[src/gps_pkg.sv]
// Purpose: shared constants for the graphics function status and revision registers
// Assumes: byte-addressed configuration space, dword-wide data path
// Notes:   status shares the dword at 04h with the command word

`default_nettype none

package gps_pkg;

   // ********************************************
   // configuration offsets
   // ********************************************
   localparam logic [7:0]  CMD_OFFSET      = 8'h04;
   localparam logic [7:0]  STS_OFFSET      = 8'h06;
   localparam logic [7:0]  REV_OFFSET      = 8'h08;
   localparam logic [7:0]  CAP_PTR_OFFSET  = 8'h34;

   // ********************************************
   // status word layout and reset value
   // ********************************************
   localparam logic [15:0] STS_RESET       = 16'h0090;
   localparam logic [15:0] STS_FIXED       = 16'h0090;
   localparam int          STS_INT_BIT     = 3;
   localparam int          STS_LANE_LO     = 16;
   localparam int          STS_BYTE_LANE   = 2;
   localparam int          STS_RSVD_HI     = 2;

   // ********************************************
   // command word layout
   // ********************************************
   localparam int          CMD_INT_DIS_BIT = 10;
   localparam int          CMD_BYTE_LANE   = 1;
   localparam logic        CMD_INT_DIS_RST = 1'b0;

   // ********************************************
   // function numbers sharing the revision value
   // ********************************************
   localparam logic [2:0]  FUNC_PRIMARY    = 3'h0;
   localparam logic [2:0]  FUNC_SECONDARY  = 3'h1;

   localparam logic [31:0] RDATA_RESET     = 32'h0000_0000;
   localparam logic        INT_STS_RST     = 1'b0;

endpackage

`default_nettype wire

[src/gps_cfg_decode.sv]
// Purpose: address and byte-lane decode for configuration cycles
// Assumes: address is a byte offset, low two bits ignored
// Notes:   purely combinational

`timescale 1ns/10ps
`default_nettype none

module gps_cfg_decode (
   input  wire logic [7:0] i_addr,
   input  wire logic [2:0] i_func,
   input  wire logic       i_wr,
   input  wire logic [3:0] i_be,
   output logic            o_func_ok,
   output logic            o_hit_cmd_sts,
   output logic            o_hit_rev,
   output logic            o_wr_cmd_hi,
   output logic            o_wr_sts_lo
);

   wire logic [7:0] dw_addr;
   wire logic       wr_cs;

   // both functions answer with the same registers
   assign o_func_ok     = (i_func == gps_pkg::FUNC_PRIMARY) |
                          (i_func == gps_pkg::FUNC_SECONDARY);
   assign dw_addr       = {i_addr[7:2], 2'b00};
   assign o_hit_cmd_sts = o_func_ok & (dw_addr == gps_pkg::CMD_OFFSET);
   assign o_hit_rev     = o_func_ok & (dw_addr == gps_pkg::REV_OFFSET);
   assign wr_cs         = i_wr & o_hit_cmd_sts;
   assign o_wr_cmd_hi   = wr_cs & i_be[gps_pkg::CMD_BYTE_LANE];
   assign o_wr_sts_lo   = wr_cs & i_be[gps_pkg::STS_BYTE_LANE];

endmodule

`default_nettype wire

[src/gps_int_flag.sv]
// Purpose: sticky interrupt status bit and legacy interrupt gate
// Assumes: event is a one-cycle pulse from the function's engine
// Notes:   a new event beats a clear landing in the same cycle

`timescale 1ns/10ps
`default_nettype none

module gps_int_flag (
   input  wire logic i_ref_clk,
   input  wire logic i_reset_n,
   input  wire logic i_event,
   input  wire logic i_clear,
   input  wire logic i_disable,
   output logic      o_status,
   output logic      o_intx_n
);

   logic status_reg;
   logic status_next;
   logic intx_n_reg;
   logic intx_n_next;

   // set wins so no event is lost under a clear
   assign status_next = i_event | (status_reg & ~i_clear);
   // disable masks only the pin, never the status
   assign intx_n_next = ~(status_reg & ~i_disable);

   always_ff @(posedge i_ref_clk or negedge i_reset_n) begin
      if (!i_reset_n) begin
         status_reg <= gps_pkg::INT_STS_RST;
         intx_n_reg <= 1'b1;
      end else begin
         status_reg <= status_next;
         intx_n_reg <= intx_n_next;
      end
   end

   assign o_status = status_reg;
   assign o_intx_n = intx_n_reg;

endmodule

`default_nettype wire

[src/gps_regs.sv]
// Purpose: status and revision registers of the graphics configuration function
// Assumes: one configuration request per cycle at most, synchronous to i_ref_clk
// Notes:   every request is answered one cycle later; unmapped reads return zero

`timescale 1ns/10ps
`default_nettype none

module gps_regs #(
   // arbitrary value, replaced per silicon revision
   parameter logic [7:0] REVISION = 8'h5a
) (
   input  wire logic        i_ref_clk,
   input  wire logic        i_reset_n,
   input  wire logic        i_cfg_rd,
   input  wire logic        i_cfg_wr,
   input  wire logic [7:0]  i_cfg_addr,
   input  wire logic [2:0]  i_cfg_func,
   input  wire logic [3:0]  i_cfg_be,
   input  wire logic [31:0] i_cfg_wdata,
   input  wire logic        i_int_event,
   output logic             o_cfg_ack,
   output logic [31:0]      o_cfg_rdata,
   output logic             o_intx_n,
   output logic             o_serr_n_out,
   output logic             o_serr_n_oe,
   output logic             o_int_disable
);

   // ********************************************
   // decode
   // ********************************************
   wire logic        func_ok;
   wire logic        hit_cmd_sts;
   wire logic        hit_rev;
   wire logic        wr_cmd_hi;
   wire logic        wr_sts_lo;
   wire logic        req;
   wire logic        rd_take;
   wire logic        sts_clear;
   wire logic        int_status;
   wire logic [15:0] sts_word;
   wire logic [15:0] cmd_word;
   wire logic [31:0] cmd_sts_dw;
   wire logic [31:0] rev_dw;
   wire logic [31:0] rd_mux;

   gps_cfg_decode u_decode (
      .i_addr        (i_cfg_addr),
      .i_func        (i_cfg_func),
      .i_wr          (i_cfg_wr),
      .i_be          (i_cfg_be),
      .o_func_ok     (func_ok),
      .o_hit_cmd_sts (hit_cmd_sts),
      .o_hit_rev     (hit_rev),
      .o_wr_cmd_hi   (wr_cmd_hi),
      .o_wr_sts_lo   (wr_sts_lo)
   );

   // a write wins when both strobes arrive together
   assign req     = i_cfg_rd | i_cfg_wr;
   assign rd_take = i_cfg_rd & ~i_cfg_wr;

   // ********************************************
   // command interrupt disable
   // ********************************************
   logic int_dis_reg;
   logic int_dis_next;

   assign int_dis_next = wr_cmd_hi ? i_cfg_wdata[gps_pkg::CMD_INT_DIS_BIT] : int_dis_reg;

   always_ff @(posedge i_ref_clk or negedge i_reset_n) begin
      if (!i_reset_n) begin
         int_dis_reg <= gps_pkg::CMD_INT_DIS_RST;
      end else begin
         int_dis_reg <= int_dis_next;
      end
   end

   // ********************************************
   // interrupt status
   // ********************************************
   // clear on one only
   assign sts_clear = wr_sts_lo & i_cfg_wdata[gps_pkg::STS_LANE_LO + gps_pkg::STS_INT_BIT];

   gps_int_flag u_int_flag (
      .i_ref_clk (i_ref_clk),
      .i_reset_n (i_reset_n),
      .i_event   (i_int_event),
      .i_clear   (sts_clear),
      .i_disable (int_dis_reg),
      .o_status  (int_status),
      .o_intx_n  (o_intx_n)
   );

   // ********************************************
   // status word assembly
   // ********************************************
   // fixed bits, with the interrupt status bit left live
   genvar b;
   generate
      for (b = 0; b < 16; b++) begin : g_sts
         if (b == gps_pkg::STS_INT_BIT) begin : g_live
            assign sts_word[b] = int_status;
         end else begin : g_fixed
            assign sts_word[b] = gps_pkg::STS_FIXED[b];
            a_fixed_bit: assert property (
               @(posedge i_ref_clk) disable iff (!i_reset_n)
               sts_word[b] == gps_pkg::STS_FIXED[b])
               else $error("fixed status bit changed");
         end
      end
   endgenerate

   // only the disable bit lives in this command word
   assign cmd_word   = {5'h00, int_dis_reg, 10'h000};
   assign cmd_sts_dw = {sts_word, cmd_word};
   assign rev_dw     = {24'h00_0000, REVISION};
   assign rd_mux     = hit_cmd_sts ? cmd_sts_dw :
                       hit_rev     ? rev_dw     : gps_pkg::RDATA_RESET;

   // ********************************************
   // answer path
   // ********************************************
   logic        ack_reg;
   logic        ack_next;
   logic [31:0] rdata_reg;
   logic [31:0] rdata_next;

   assign ack_next   = req;
   assign rdata_next = rd_take ? rd_mux : gps_pkg::RDATA_RESET;

   always_ff @(posedge i_ref_clk or negedge i_reset_n) begin
      if (!i_reset_n) begin
         ack_reg   <= 1'b0;
         rdata_reg <= gps_pkg::RDATA_RESET;
      end else begin
         ack_reg   <= ack_next;
         rdata_reg <= rdata_next;
      end
   end

   // ********************************************
   // error pin, never driven
   // ********************************************
   logic serr_oe_reg;

   always_ff @(posedge i_ref_clk or negedge i_reset_n) begin
      if (!i_reset_n) begin
         serr_oe_reg <= 1'b0;
      end else begin
         serr_oe_reg <= 1'b0;
      end
   end

   assign o_cfg_ack     = ack_reg;
   assign o_cfg_rdata   = rdata_reg;
   assign o_serr_n_out  = serr_oe_reg;
   assign o_serr_n_oe   = serr_oe_reg;
   assign o_int_disable = int_dis_reg;

   // ********************************************
   // checks
   // ********************************************
   logic first_reg;

   always_ff @(posedge i_ref_clk or negedge i_reset_n) begin
      if (!i_reset_n) begin
         first_reg <= 1'b1;
      end else begin
         first_reg <= 1'b0;
      end
   end

   a_sts_reset_val: assert property (
      @(posedge i_ref_clk) disable iff (!i_reset_n)
      first_reg |-> (sts_word == gps_pkg::STS_RESET) && !int_dis_reg)
      else $error("status or disable wrong after reset");

   a_sts_read_back: assert property (
      @(posedge i_ref_clk) disable iff (!i_reset_n)
      rd_take && hit_cmd_sts && !i_int_event && !int_status
      |=> o_cfg_rdata[31:16] == gps_pkg::STS_RESET)
      else $error("status read does not match reset value");

   a_serr_released: assert property (
      @(posedge i_ref_clk) disable iff (!i_reset_n)
      !o_serr_n_oe && !o_serr_n_out)
      else $error("system error pin driven");

   a_ack_each_req: assert property (
      @(posedge i_ref_clk) disable iff (!i_reset_n)
      req ##1 req |=> o_cfg_ack && $past(o_cfg_ack))
      else $error("back to back request lost");

   a_ack_no_req: assert property (
      @(posedge i_ref_clk) disable iff (!i_reset_n)
      !req |=> !o_cfg_ack && (o_cfg_rdata == 32'h0000_0000))
      else $error("answer without request");

   a_int_set: assert property (
      @(posedge i_ref_clk) disable iff (!i_reset_n)
      i_int_event |=> int_status)
      else $error("interrupt status not set by event");

   a_int_clear: assert property (
      @(posedge i_ref_clk) disable iff (!i_reset_n)
      sts_clear && !i_int_event |=> !int_status)
      else $error("interrupt status not cleared by one");

   a_int_zero_write: assert property (
      @(posedge i_ref_clk) disable iff (!i_reset_n)
      wr_sts_lo && !sts_clear && !i_int_event |=> $stable(int_status))
      else $error("writing zero changed interrupt status");

   a_intx_gate: assert property (
      @(posedge i_ref_clk) disable iff (!i_reset_n)
      1'b1 |=> o_intx_n == !($past(int_status) && !$past(int_dis_reg)))
      else $error("interrupt pin does not follow status and disable");

   a_dis_keeps_sts: assert property (
      @(posedge i_ref_clk) disable iff (!i_reset_n)
      wr_cmd_hi && !wr_sts_lo && !i_int_event
      |=> $stable(int_status) ##1 o_intx_n == !($past(int_status) && !$past(int_dis_reg)))
      else $error("disable write disturbed interrupt status");

   a_dis_write: assert property (
      @(posedge i_ref_clk) disable iff (!i_reset_n)
      wr_cmd_hi |=> int_dis_reg == $past(i_cfg_wdata[gps_pkg::CMD_INT_DIS_BIT]))
      else $error("interrupt disable not written");

   a_rev_read: assert property (
      @(posedge i_ref_clk) disable iff (!i_reset_n)
      rd_take && hit_rev |=> o_cfg_ack && (o_cfg_rdata == {24'h00_0000, REVISION}))
      else $error("revision read wrong");

   a_rsvd_zero: assert property (
      @(posedge i_ref_clk) disable iff (!i_reset_n)
      rd_take && hit_cmd_sts
      |=> o_cfg_rdata[gps_pkg::STS_LANE_LO + gps_pkg::STS_RSVD_HI:gps_pkg::STS_LANE_LO] == 3'h0)
      else $error("reserved status bits not zero");

   a_unmapped_zero: assert property (
      @(posedge i_ref_clk) disable iff (!i_reset_n)
      rd_take && !hit_cmd_sts && !hit_rev |=> o_cfg_rdata == 32'h0000_0000)
      else $error("unmapped read not zero");

   // ********************************************
   // read-back and output checks
   // ********************************************
   a_reset_outputs: assert property (
      @(posedge i_ref_clk) disable iff (!i_reset_n)
      first_reg |-> o_intx_n && !o_cfg_ack && !o_int_disable &&
                    (o_cfg_rdata == 32'h0000_0000))
      else $error("outputs not at reset values");

   a_sts_high_zero: assert property (
      @(posedge i_ref_clk) disable iff (!i_reset_n)
      rd_take && hit_cmd_sts
      |=> o_cfg_rdata[31:24] == 8'h00)
      else $error("status error bits not zero");

   a_sts_caps: assert property (
      @(posedge i_ref_clk) disable iff (!i_reset_n)
      rd_take && hit_cmd_sts
      |=> o_cfg_rdata[23:20] == 4'h9)
      else $error("status capability bits wrong");

   a_int_bit_read: assert property (
      @(posedge i_ref_clk) disable iff (!i_reset_n)
      rd_take && hit_cmd_sts
      |=> o_cfg_rdata[19] == $past(int_status))
      else $error("interrupt status bit read wrong");

   a_cmd_read: assert property (
      @(posedge i_ref_clk) disable iff (!i_reset_n)
      rd_take && hit_cmd_sts
      |=> o_cfg_rdata[15:0] == {5'h00, $past(int_dis_reg), 10'h000})
      else $error("command word read wrong");

   a_write_no_data: assert property (
      @(posedge i_ref_clk) disable iff (!i_reset_n)
      i_cfg_wr |=> o_cfg_ack && (o_cfg_rdata == 32'h0000_0000))
      else $error("write answered with data");

   a_ack_one_cycle: assert property (
      @(posedge i_ref_clk) disable iff (!i_reset_n)
      req |=> o_cfg_ack)
      else $error("request not answered next cycle");

   a_dis_holds: assert property (
      @(posedge i_ref_clk) disable iff (!i_reset_n)
      !wr_cmd_hi |=> $stable(int_dis_reg))
      else $error("interrupt disable changed without write");

   a_sts_holds: assert property (
      @(posedge i_ref_clk) disable iff (!i_reset_n)
      !i_int_event && !sts_clear |=> $stable(int_status))
      else $error("interrupt status changed without cause");

   a_intx_masked: assert property (
      @(posedge i_ref_clk) disable iff (!i_reset_n)
      int_dis_reg |=> o_intx_n)
      else $error("interrupt pin asserted while disabled");

   a_rev_shared: assert property (
      @(posedge i_ref_clk) disable iff (!i_reset_n)
      rd_take && (i_cfg_addr[7:2] == gps_pkg::REV_OFFSET[7:2]) && (i_cfg_func <= 3'h1)
      |=> o_cfg_rdata == {24'h00_0000, REVISION})
      else $error("revision differs between functions");

   a_func_unmapped: assert property (
      @(posedge i_ref_clk) disable iff (!i_reset_n)
      rd_take && (i_cfg_func > 3'h1) |=> o_cfg_rdata == 32'h0000_0000)
      else $error("unmapped function read not zero");

   a_intx_idle: assert property (
      @(posedge i_ref_clk) disable iff (!i_reset_n)
      !int_status |=> o_intx_n)
      else $error("interrupt pin asserted without status");

endmodule

`default_nettype wire

[config.mk]
export PLATFORM = sky130hd
export DESIGN_NAME = gps_regs
export DESIGN_NICKNAME = d
export VERILOG_FILES = /design/src/gps_pkg.sv /design/src/gps_cfg_decode.sv /design/src/gps_int_flag.sv /design/src/gps_regs.sv
export SDC_FILE = /design/constraint.sdc
export NUM_CORES = 1
export LEC_CHECK = 0
export BUFFER_PORTS_ARGS = -buffer_cell sky130_fd_sc_hd__buf_2
export CAP_MARGIN = 20
export CELL_PAD_IN_SITES_DETAIL_PLACEMENT = 1
export CELL_PAD_IN_SITES_GLOBAL_PLACEMENT = 2
export CORE_MARGIN = 2
export CORE_UTILIZATION = 12
export CTS_CLUSTER_SIZE = 25
export DETAILED_ROUTE_END_ITERATION = 8
export GPL_ROUTABILITY_DRIVEN = 0
export PLACE_DENSITY_LB_ADDON = 0.1
export SYNTH_ARGS = -nofsm -noshare
export SYNTH_HDL_FRONTEND = slang
export SYNTH_SLANG_ARGS = --single-unit
[constraint.sdc]
create_clock -name i_ref_clk -period 1 [get_ports i_ref_clk]
set_input_delay 0.2 -clock i_ref_clk [delete_from_list [all_inputs] [get_ports i_ref_clk]]
set_output_delay 0.2 -clock i_ref_clk [all_outputs]
set_load 0.02 [all_outputs]
# Yosys cells after proc, flatten, opt, wreduce, memory -nomap -nowiden
# Cells that the tools add are included.
# word_totals
reg_bits	28
input_bits	52
out_inout_bits	37
word_cells	28
# classes
n_eq_ne	3
n_mux	3
n_bitwise	16
n_reduce_logical	1
# op_table
op	n
$mux 24	2
$and 1x1->1	9
$mux 7	1
$eq 6x1->1 const B	1
$eq 6x2->1 const B	1
$not 1->1	4
$eq 3x1->1 const B	1
$logic_not 3->1	1
$or 1x1->1	3

# Logic depth before layout (Yosys ltp)
# Gate-level depths: netlist (run 1).
# depth
depth_word	9
ltp_mapped	3

# Modules after synthesis
# From an unflattened synthesis (run 1), not the netlist that was laid out.
# unflattened
hier_cells	59
hier_area_um2	589.3
# modules_own_cells
mod	instances	cells_per_inst	area_per_inst_um2	seq_area_each_um2
gps_regs	1	44	451.7	150.1
gps_cfg_decode	1	10	68.8	0.0
gps_int_flag	1	5	68.8	51.3

# Worst setup path before layout (run 1)
# Ideal clock, no wire load.
# synth_path
kind	input -> register
from	in i_cfg_addr[7]
to	reg int_dis_reg (netlist: o_int_disable)
setup_ns	0.128
arrival_ns	0.933
t_required_ns	0.872
setup_slack_ns	-0.061
path_stages	3
path_cell_list	nor4_4 > nand4_1 > mux2_1
# synth_via
elab_chain_cells	4
# synth_lines
element	line	rtl
start, declared	gps_regs.sv:16	input wire logic [7:0] i_cfg_addr,
$eq 6x1->1	gps_cfg_decode.sv:27	assign o_hit_cmd_sts = o_func_ok & (dw_addr == gps_pkg::CMD_OFFSET);
$and 1x1->1	gps_cfg_decode.sv:27	
$and 1x1->1	gps_cfg_decode.sv:29	assign wr_cs = i_wr & o_hit_cmd_sts;
$and 1x1->1	gps_cfg_decode.sv:30	assign o_wr_cmd_hi = wr_cs & i_be[gps_pkg::CMD_BYTE_LANE];
end signal, assigned	gps_regs.sv:73	int_dis_reg <= gps_pkg::CMD_INT_DIS_RST;
end signal, assigned	gps_regs.sv:75	int_dis_reg <= int_dis_next;
end, declared	gps_regs.sv:66	logic int_dis_reg;
# Every way passes these cells.
# A chain may end at the register's enable or synchronous reset.

# Worst setup path in the final report (run 1)
# layout_path
from	reg u_int_flag.intx_n_reg (netlist: u_int_flag.o_intx_n)
to	out o_intx_n
# layout_rtl
element	line	rtl
start, declared	gps_int_flag.sv:20	logic intx_n_reg;
start signal, assigned	gps_int_flag.sv:34	intx_n_reg <= intx_n_next;
end, declared	gps_regs.sv:23	output logic o_intx_n,
# No word-level cell between the ends.

==> results_dict.tcl, run 1 <==
set metrics [dict create \
    status "finished, violations left" \
    violations "setup timing" \
    p_leak_uw 0.000425 \
    io_pins 89 \
    grt_pass1_vias 359 \
    power.density_nw_per_um2 1140 \
    yosysWarnings 0 \
    place_ws_ps -294 \
    cp_max_fo 1 \
    clk_path_buf_depth 2 \
    setup.worst_path.start_class "flop" \
    period_share 1.05 \
    grt_util_all_layers 0.0413 \
    row_count 25 \
    fmax_ghz 0.953 \
    placed_cell_area_um2 664 \
    grt_pass1_wl_um 1560 \
    fill_cells 539 \
    synth_seq_area_share 0.353 \
    hold_slack_ps 154 \
    drc 0 \
    cts_tree "done" \
    core_area_um2 4660 \
    cp_slowest_cell "dfstp_2" \
    maxCapViolations 0 \
    power_uw 924 \
    grt_max_degree 9 \
    synthToLayoutAreaGrowth_pct 42.5 \
    vias 403 \
    wirelength_um 1190 \
    n_antenna_cell 0 \
    antenna_found_initial 0 \
    critPathArrivalTime_ps 850 \
    hpwlAfterDp_um 1040 \
    peakVddDrop_uv 245 \
    seq_area_um2 203 \
    multiInputGateArea_um2 250 \
    die-width_um 73.0 \
    fin_worst_skew_ps 7.47 \
    cp_cell_sequence "buf_6" \
    fin_crit_ps 1050 \
    postRouteAntennaNets 0 \
    path_buf_inv 1 \
    clkSinkCount 8 \
    hold_viol_final 0 \
    ctsHtreeMaxLevel 1 \
    root_buffer "clkbuf_8" \
    ys_ff_latch 8 \
    synth_area_leader_cell "buf_4" \
    gr-total-overflow 0 \
    clock_latency_ps 230 \
    avgSynthCellArea_um2 10.6 \
    syn_area_um2 571 \
    critPathKind "flop to primary output" \
    wire_per_inst_um 8.46 \
    setup_viol 2 \
    max_stage_delay_ps 520 \
    crit_family "flip-flops" \
    grt_setup_unrepaired "true" \
    nets 139 \
    yosysUniqueCellTypes 18 \
    finish.instance_area_um2 813 \
    numCtsBuffers 3 \
    detail_route.first_pass.iterations 2 \
    layout-drive-gt1-share 0.523 \
    endpoint_kind "primary output" \
    yosysTopAreaCellShare 0.395 \
    maxSlewViolCount 0 \
    drt-initial-drc-count 4 \
    required_ps 800 \
    hold_class "input pin to flop" \
    synthTopCellsByArea "buf_4 39%, dfrtp_1 31%, dfstp_2 4.6%" \
    instances_no_fill 140 \
    cts.reportedPaths.clkPinSlew_ps 50 \
    dieHeight_um 73.0 \
    start_util 0.122 \
    placedCellCount 133 \
    detail_route.vias_per_cell 2.88 \
    die_area_um2 5320 \
    worst_slack_ps -49.1 \
    netlist_instances 54 \
    port_buffers 27 \
]
-- cell type report --
type / count / share of cell area
clock buffer: 4 / 0.0554
multi-input combinational: 41 / 0.308
sequential: 8 / 0.249
tap: 54 / 0.0831
timing repair buffer: 33 / 0.305
-- timing repair --
| item | in CTS | in global routing |
|---|---|---|
| hold buffers | 1 | 0 |
| pin swaps | 3 | 4 |
| gates resized for setup | 7 | 14 |
| setup buffers | 1 | 1 |
| endpoints found under the hold margin | 7 | 0 |
| setup endpoints to repair | 2 | 9 |
-- where the power goes --
part           leakage, uW  total, uW  switching (uW)  internal [uW]
combinational     0.000305        190             128           61.5
clock            0.0000228        401             125            276
sequential       0.0000975        333            2.40            330
-- state kept, by name, summed over array words and instances (netlist names) --
name                 count
u_int_flag.o_intx_n      1
u_int_flag.o_status      1
o_cfg_rdata              4
o_int_disable            1
o_cfg_ack                1
-- cell usage in the layout, fill, tap and decap left out, drive strengths merged, types with 2 or more instances in the layout --
master	count
and3	3
nor4b	2
conb	26
buf	32
dfrtp	7
clkbuf	4
-- synthesized netlist by cell type, drive strengths merged --
| library cell | n |
|---|---|
| and3 | 3 |
| nand3 | 1 |
| or2 | 1 |
| nor4b | 2 |
| conb | 1 |
| a21o | 1 |
| buf | 30 |
| nand2b | 1 |
| dfrtp | 7 |
| nand4 | 1 |
| mux2 | 1 |
| nor4 | 1 |
| and4 | 1 |
| dfstp | 1 |
| and2 | 1 |
| nor2b | 1 |
-- layer usage --
layer  GRT usage  share of wire  up-vias
met1      0.0303           0.28      187
met4      0.0309          0.010        0
met3      0.0138           0.11        2
met2      0.0838           0.60       30
met5           0              0        -
li1            -              -      184
-- path summary, 6_finish.rpt --
check / from / to / slack (ps) / cells after the start
worst min-delay path: i_int_event / u_int_flag.o_status / 150 / 2
max in group asynchronous: i_reset_n / u_int_flag.o_intx_n / 410 / 2
worst min register to register: u_int_flag.o_status / u_int_flag.o_intx_n / 440 / 1
worst max-delay path: u_int_flag.o_intx_n / o_intx_n / -50 / 1
min in group asynchronous: i_reset_n / o_cfg_rdata[19] / 340 / 2
worst max register to register: o_int_disable / o_int_disable / 90 / 2
-- logic make-up after synthesis --
| family | after synthesis | share of synthesized area |
|---|---|---|
| buffers and inverters | 30 | 0.395 |
| AND/OR/NAND/NOR | 13 | 0.213 |
| other | 1 | 0.00657 |
| AO/OA/AOI/OAI | 1 | 0.0132 |
| flip-flops | 8 | 0.353 |
| multiplexers | 1 | 0.0197 |
-- metrics by stage --
step / TNS (ps) / utilization
6_report: -73.7 / 0.174
5_1_grt: -194 / 0.174
4_1_cts: -79.1 / 0.162
3_5_place_dp: -827 / 0.143
3_3_place_gp: -862 / 0.143
2_1_floorplan: -57.1 / -
Note: power is estimated with default switching activity, not from simulation.
==> run 2: changes to the inputs <==
Settings changed: PLACE_DENSITY_LB_ADDON 0.1 to 0.3.
==> results_dict.tcl, run 2 (same netlist as run 1, synthesis figures left out) <==
set metrics [dict create \
    status "finished, violations left" \
    violations "setup timing" \
    antenna_found_initial 0 \
    fin_worst_skew_ps 7.56 \
    p_leak_uw 0.000425 \
    postRouteAntennaNets 0 \
    core_area_um2 4660 \
    maxSlewViolCount 0 \
    cp_cell_sequence "buf_6" \
    wire_per_inst_um 8.90 \
    clkSinkCount 8 \
    cts_tree "done" \
    final_core_util 0.172 \
    dieHeight_um 73.0 \
    crit_end "o_intx_n" \
    peakVddDrop_uv 258 \
    detail_route.first_pass.iterations 4 \
    row_count 25 \
    root_buffer "clkbuf_8" \
    die_area_um2 5320 \
    synthToLayoutAreaGrowth_pct 40.6 \
    ctsHtreeMaxLevel 1 \
    layout_common_cells "26 x conb_1, 17 x buf_2, 10 x buf_6, 6 x dfrtp_1, 5 x buf_4" \
    hold_class "input pin to flop" \
    hold_viol_final 0 \
    nets 139 \
    path_buf_inv 1 \
    worst_slack_ps -53.2 \
    period_share 1.05 \
    detail_route.vias_per_cell 2.88 \
    setup_viol 5 \
    start_util 0.122 \
    cp_max_fo 1 \
    required_ps 800 \
    r2r_end "o_int_disable" \
    vias 403 \
    cts.reportedPaths.clkPinSlew_ps 40 \
    grt_pass1_wl_um 1650 \
    drc 0 \
    power.density_nw_per_um2 1170 \
    layout-drive-gt1-share 0.512 \
    r2r.worst_path.cells 2 \
    timing.reg2reg.setup_slack_ps 80 \
    mostFrequentLayoutCell "conb_1" \
    endpoint_kind "primary output" \
    critPathArrivalTime_ps 850 \
    numCtsBuffers 3 \
    crit_family "flip-flops" \
    fin_crit_ps 1050 \
    crit_path_start "u_int_flag.o_intx_n" \
    grt_setup_unrepaired "true" \
    hpwlAfterDp_um 1040 \
    critPathKind "flop to primary output" \
    io_pins 89 \
    largest_reg_flops 4 \
    n_antenna_cell 0 \
    cp_slowest_cell "dfstp_2" \
    setup.worst_path.start_class "flop" \
    port_buffers 27 \
    maxCapViolations 0 \
    die-width_um 73.0 \
    timing.rr.start "o_int_disable" \
    grt_util_all_layers 0.0442 \
    tns_ps -93.6 \
    gr-total-overflow 0 \
    drt-initial-drc-count 34 \
    clock_latency_ps 240 \
    worst-path-stages 1 \
    clk_path_buf_depth 2 \
    fmax_ghz 0.949 \
    wirelength_um 1250 \
    max_stage_delay_ps 520 \
    grt_max_degree 9 \
    grt_pass1_vias 353 \
]
## run 2: cell counts in the layout (fill, tap and decap cells not counted)
Identical to the previous run, type by type.
## run 2: worst min-delay path by stage
stage	start	end	slack [ps]	cells after the start
after global placement	i_reset_n	o_cfg_rdata[20]	60	1
after floorplan	i_reset_n	o_cfg_ack	-100	0
after global routing	i_int_event	u_int_flag.o_status	170	2
after CTS	i_int_event	u_int_flag.o_status	160	2
after detailed placement	i_reset_n	u_int_flag.o_status	50	1
final	i_int_event	u_int_flag.o_status	160	2
## run 2: power breakdown
part,total (uW),switching (uW),internal (uW)
sequential,333,2.11,330
combinational,189,130,59.1
clock,414,137,277
## run 2: timing repair
item | in CTS | in global routing
endpoints found under the hold margin | 7 | 0
setup endpoints to repair | 3 | 7
hold buffers | 1 | 0
buffers inserted | 1 | 3
resized for setup | 8 | 11
pin swaps | 3 | 3
## run 2: per-stage QoR
stage / cells / total power, uW / instance area (um^2) / worst slack, ps / hold WS, ps
6_report: 140 / 936 / 802 / -53.2 / 160
5_1_grt: 140 / 977 / 802 / -79.2 / 168
4_1_cts: 137 / 938 / 747 / -61.6 / 159
3_5_place_dp: 131 / 501 / 649 / -259 / 53.3
3_3_place_gp: 131 / 501 / 649 / -232 / 55.6
2_1_floorplan: 79 / 520 / 664 / -57.1 / -95.6
## run 2: cell type report
cell class	instances	area [um^2]
multi-input combinational	41	241
timing repair buffer	33	245
fill	550	3860
sequential	8	203
tap	54	67.6
clock buffer	4	45.0
## run 2: routing by layer
layer | part of all wire | track usage
met1 | 0.34 | 0.0404
met2 | 0.50 | 0.0758
met3 | 0.12 | 0.0138
met4 | 0.029 | 0.0432
met5 | 0 | 0
==> run 3: changes to the inputs <==
Settings changed: MAX_ROUTING_LAYER set to met4, PLACE_DENSITY set to 0.82, PLACE_DENSITY_LB_ADDON 0.3 to not set.
Clock period 1 ns to 1.1 ns, I/O delays scaled along.
==> results_dict.tcl, run 3 (same netlist as run 1, synthesis figures left out) <==
set metrics [dict create \
    maxCapViolations 0 \
    postRouteAntennaNets 0 \
    nets 137 \
    cp_slowest_cell "dfstp_2" \
    maxSlewViolCount 0 \
    core_area_um2 4660 \
    multiInputGateArea_um2 238 \
    seq_area_um2 201 \
    worst_slack_ps 33.5 \
    cts_tree "done" \
    peakVddDrop_uv 200 \
    cp_max_fo 1 \
    grt_setup_unrepaired "false" \
    ctsHtreeMaxLevel 1 \
    vias 390 \
    clk_path_buf_depth 2 \
    status "complete, no violations" \
    root_buffer "clkbuf_8" \
    gr-total-overflow 0 \
    dieHeight_um 73.0 \
    wire_per_inst_um 7.90 \
    die-width_um 73.0 \
    numCtsBuffers 3 \
    crit_family "flip-flops" \
    hold_viol_final 0 \
    setup_viol 0 \
    fill_cells 548 \
    drc 0 \
    max_stage_delay_ps 520 \
    grt_util_all_layers 0.0434 \
    cts.reportedPaths.clkPinSlew_ps 40 \
    power_uw 817 \
    period_share 0.970 \
    layout_common_cells "26 x conb_1, 26 x buf_2, 7 x dfrtp_1, 3 x clkbuf_8, 3 x buf_4" \
    antenna_found_initial 0 \
    hpwlAfterDp_um 1010 \
    critPathArrivalTime_ps 850 \
    cp_cell_sequence "buf_6" \
    largest_reg_flops 4 \
    grt_pass1_vias 389 \
    port_buffers 27 \
    die_area_um2 5320 \
    grt_max_degree 9 \
    critPathKind "flop to primary output" \
    fmax_ghz 0.938 \
    layout-drive-gt1-share 0.476 \
    detail_route.first_pass.iterations 4 \
    clock_latency_ps 220 \
    drt-initial-drc-count 6 \
    fin_worst_skew_ps 4.18 \
    required_ps 880 \
    cts_setup_buffers 0 \
    detail_route.vias_per_cell 2.83 \
    power.density_nw_per_um2 1130 \
    p_leak_uw 0.000402 \
    fin_crit_ps 1070 \
    grt_pass1_wl_um 1670 \
    row_count 25 \
    path_buf_inv 1 \
    n_antenna_cell 0 \
    clkSinkCount 8 \
    io_pins 89 \
    endpoint_kind "primary output" \
    setup.worst_path.start_class "flop" \
    synthToLayoutAreaGrowth_pct 27.2 \
    wirelength_um 1090 \
    start_util 0.122 \
    hold_class "input pin to flop" \
    place_ws_ps -179 \
]
## run 3: stage by stage
stage / hold slack (ps) / std cells / util / setup TNS (ps) / instance area [um^2]
global route: 199 / 138 / 0.156 / 0 / 726
finish: 181 / 138 / 0.156 / 0 / 726
global placement: 67.6 / 133 / 0.143 / -421 / 664
floorplan: -75.6 / 79 / - / 0 / 664
detailed placement: 75.2 / 133 / 0.143 / -350 / 664
CTS: 179 / 138 / 0.155 / 0 / 722
## run 3: cell type report
class | instances | area share
tap | 54 | 0.0931
timing repair buffer | 31 | 0.240
sequential | 8 | 0.278
multi-input combinational | 41 | 0.328
clock buffer | 4 | 0.0621
## run 3: final timing paths
kind,from,endpoint,slack (ps),cells past startpoint
hold / removal,i_int_event,u_int_flag.o_status,180,2
min in group asynchronous,i_reset_n,o_cfg_rdata[20],380,2
max in group asynchronous,i_reset_n,u_int_flag.o_intx_n,480,2
setup reg to reg,o_int_disable,o_int_disable,300,1
setup / recovery,u_int_flag.o_intx_n,o_intx_n,30,1
hold reg to reg,u_int_flag.o_status,u_int_flag.o_intx_n,440,1
## run 3: per-layer routing
layer,GRT usage,share of wire,up-vias
li1,-,-,181
met1,0.0489,0.40,179
met2,0.0717,0.50,30
met3,0.0166,0.095,0
met4,0.0123,0,0
met5,-,0,-
## run 3: where the power goes
group          switching, uW  internal [uW]  total, uW
registers               1.68            300        302
logic                    115           40.6        156
clock network            109            251        359
## run 3: timing repair
action,CTS,global route
endpoints found under the hold margin,7,0
gates resized for setup,1,1
hold buffers,1,0
endpoints found under the setup margin,1,1
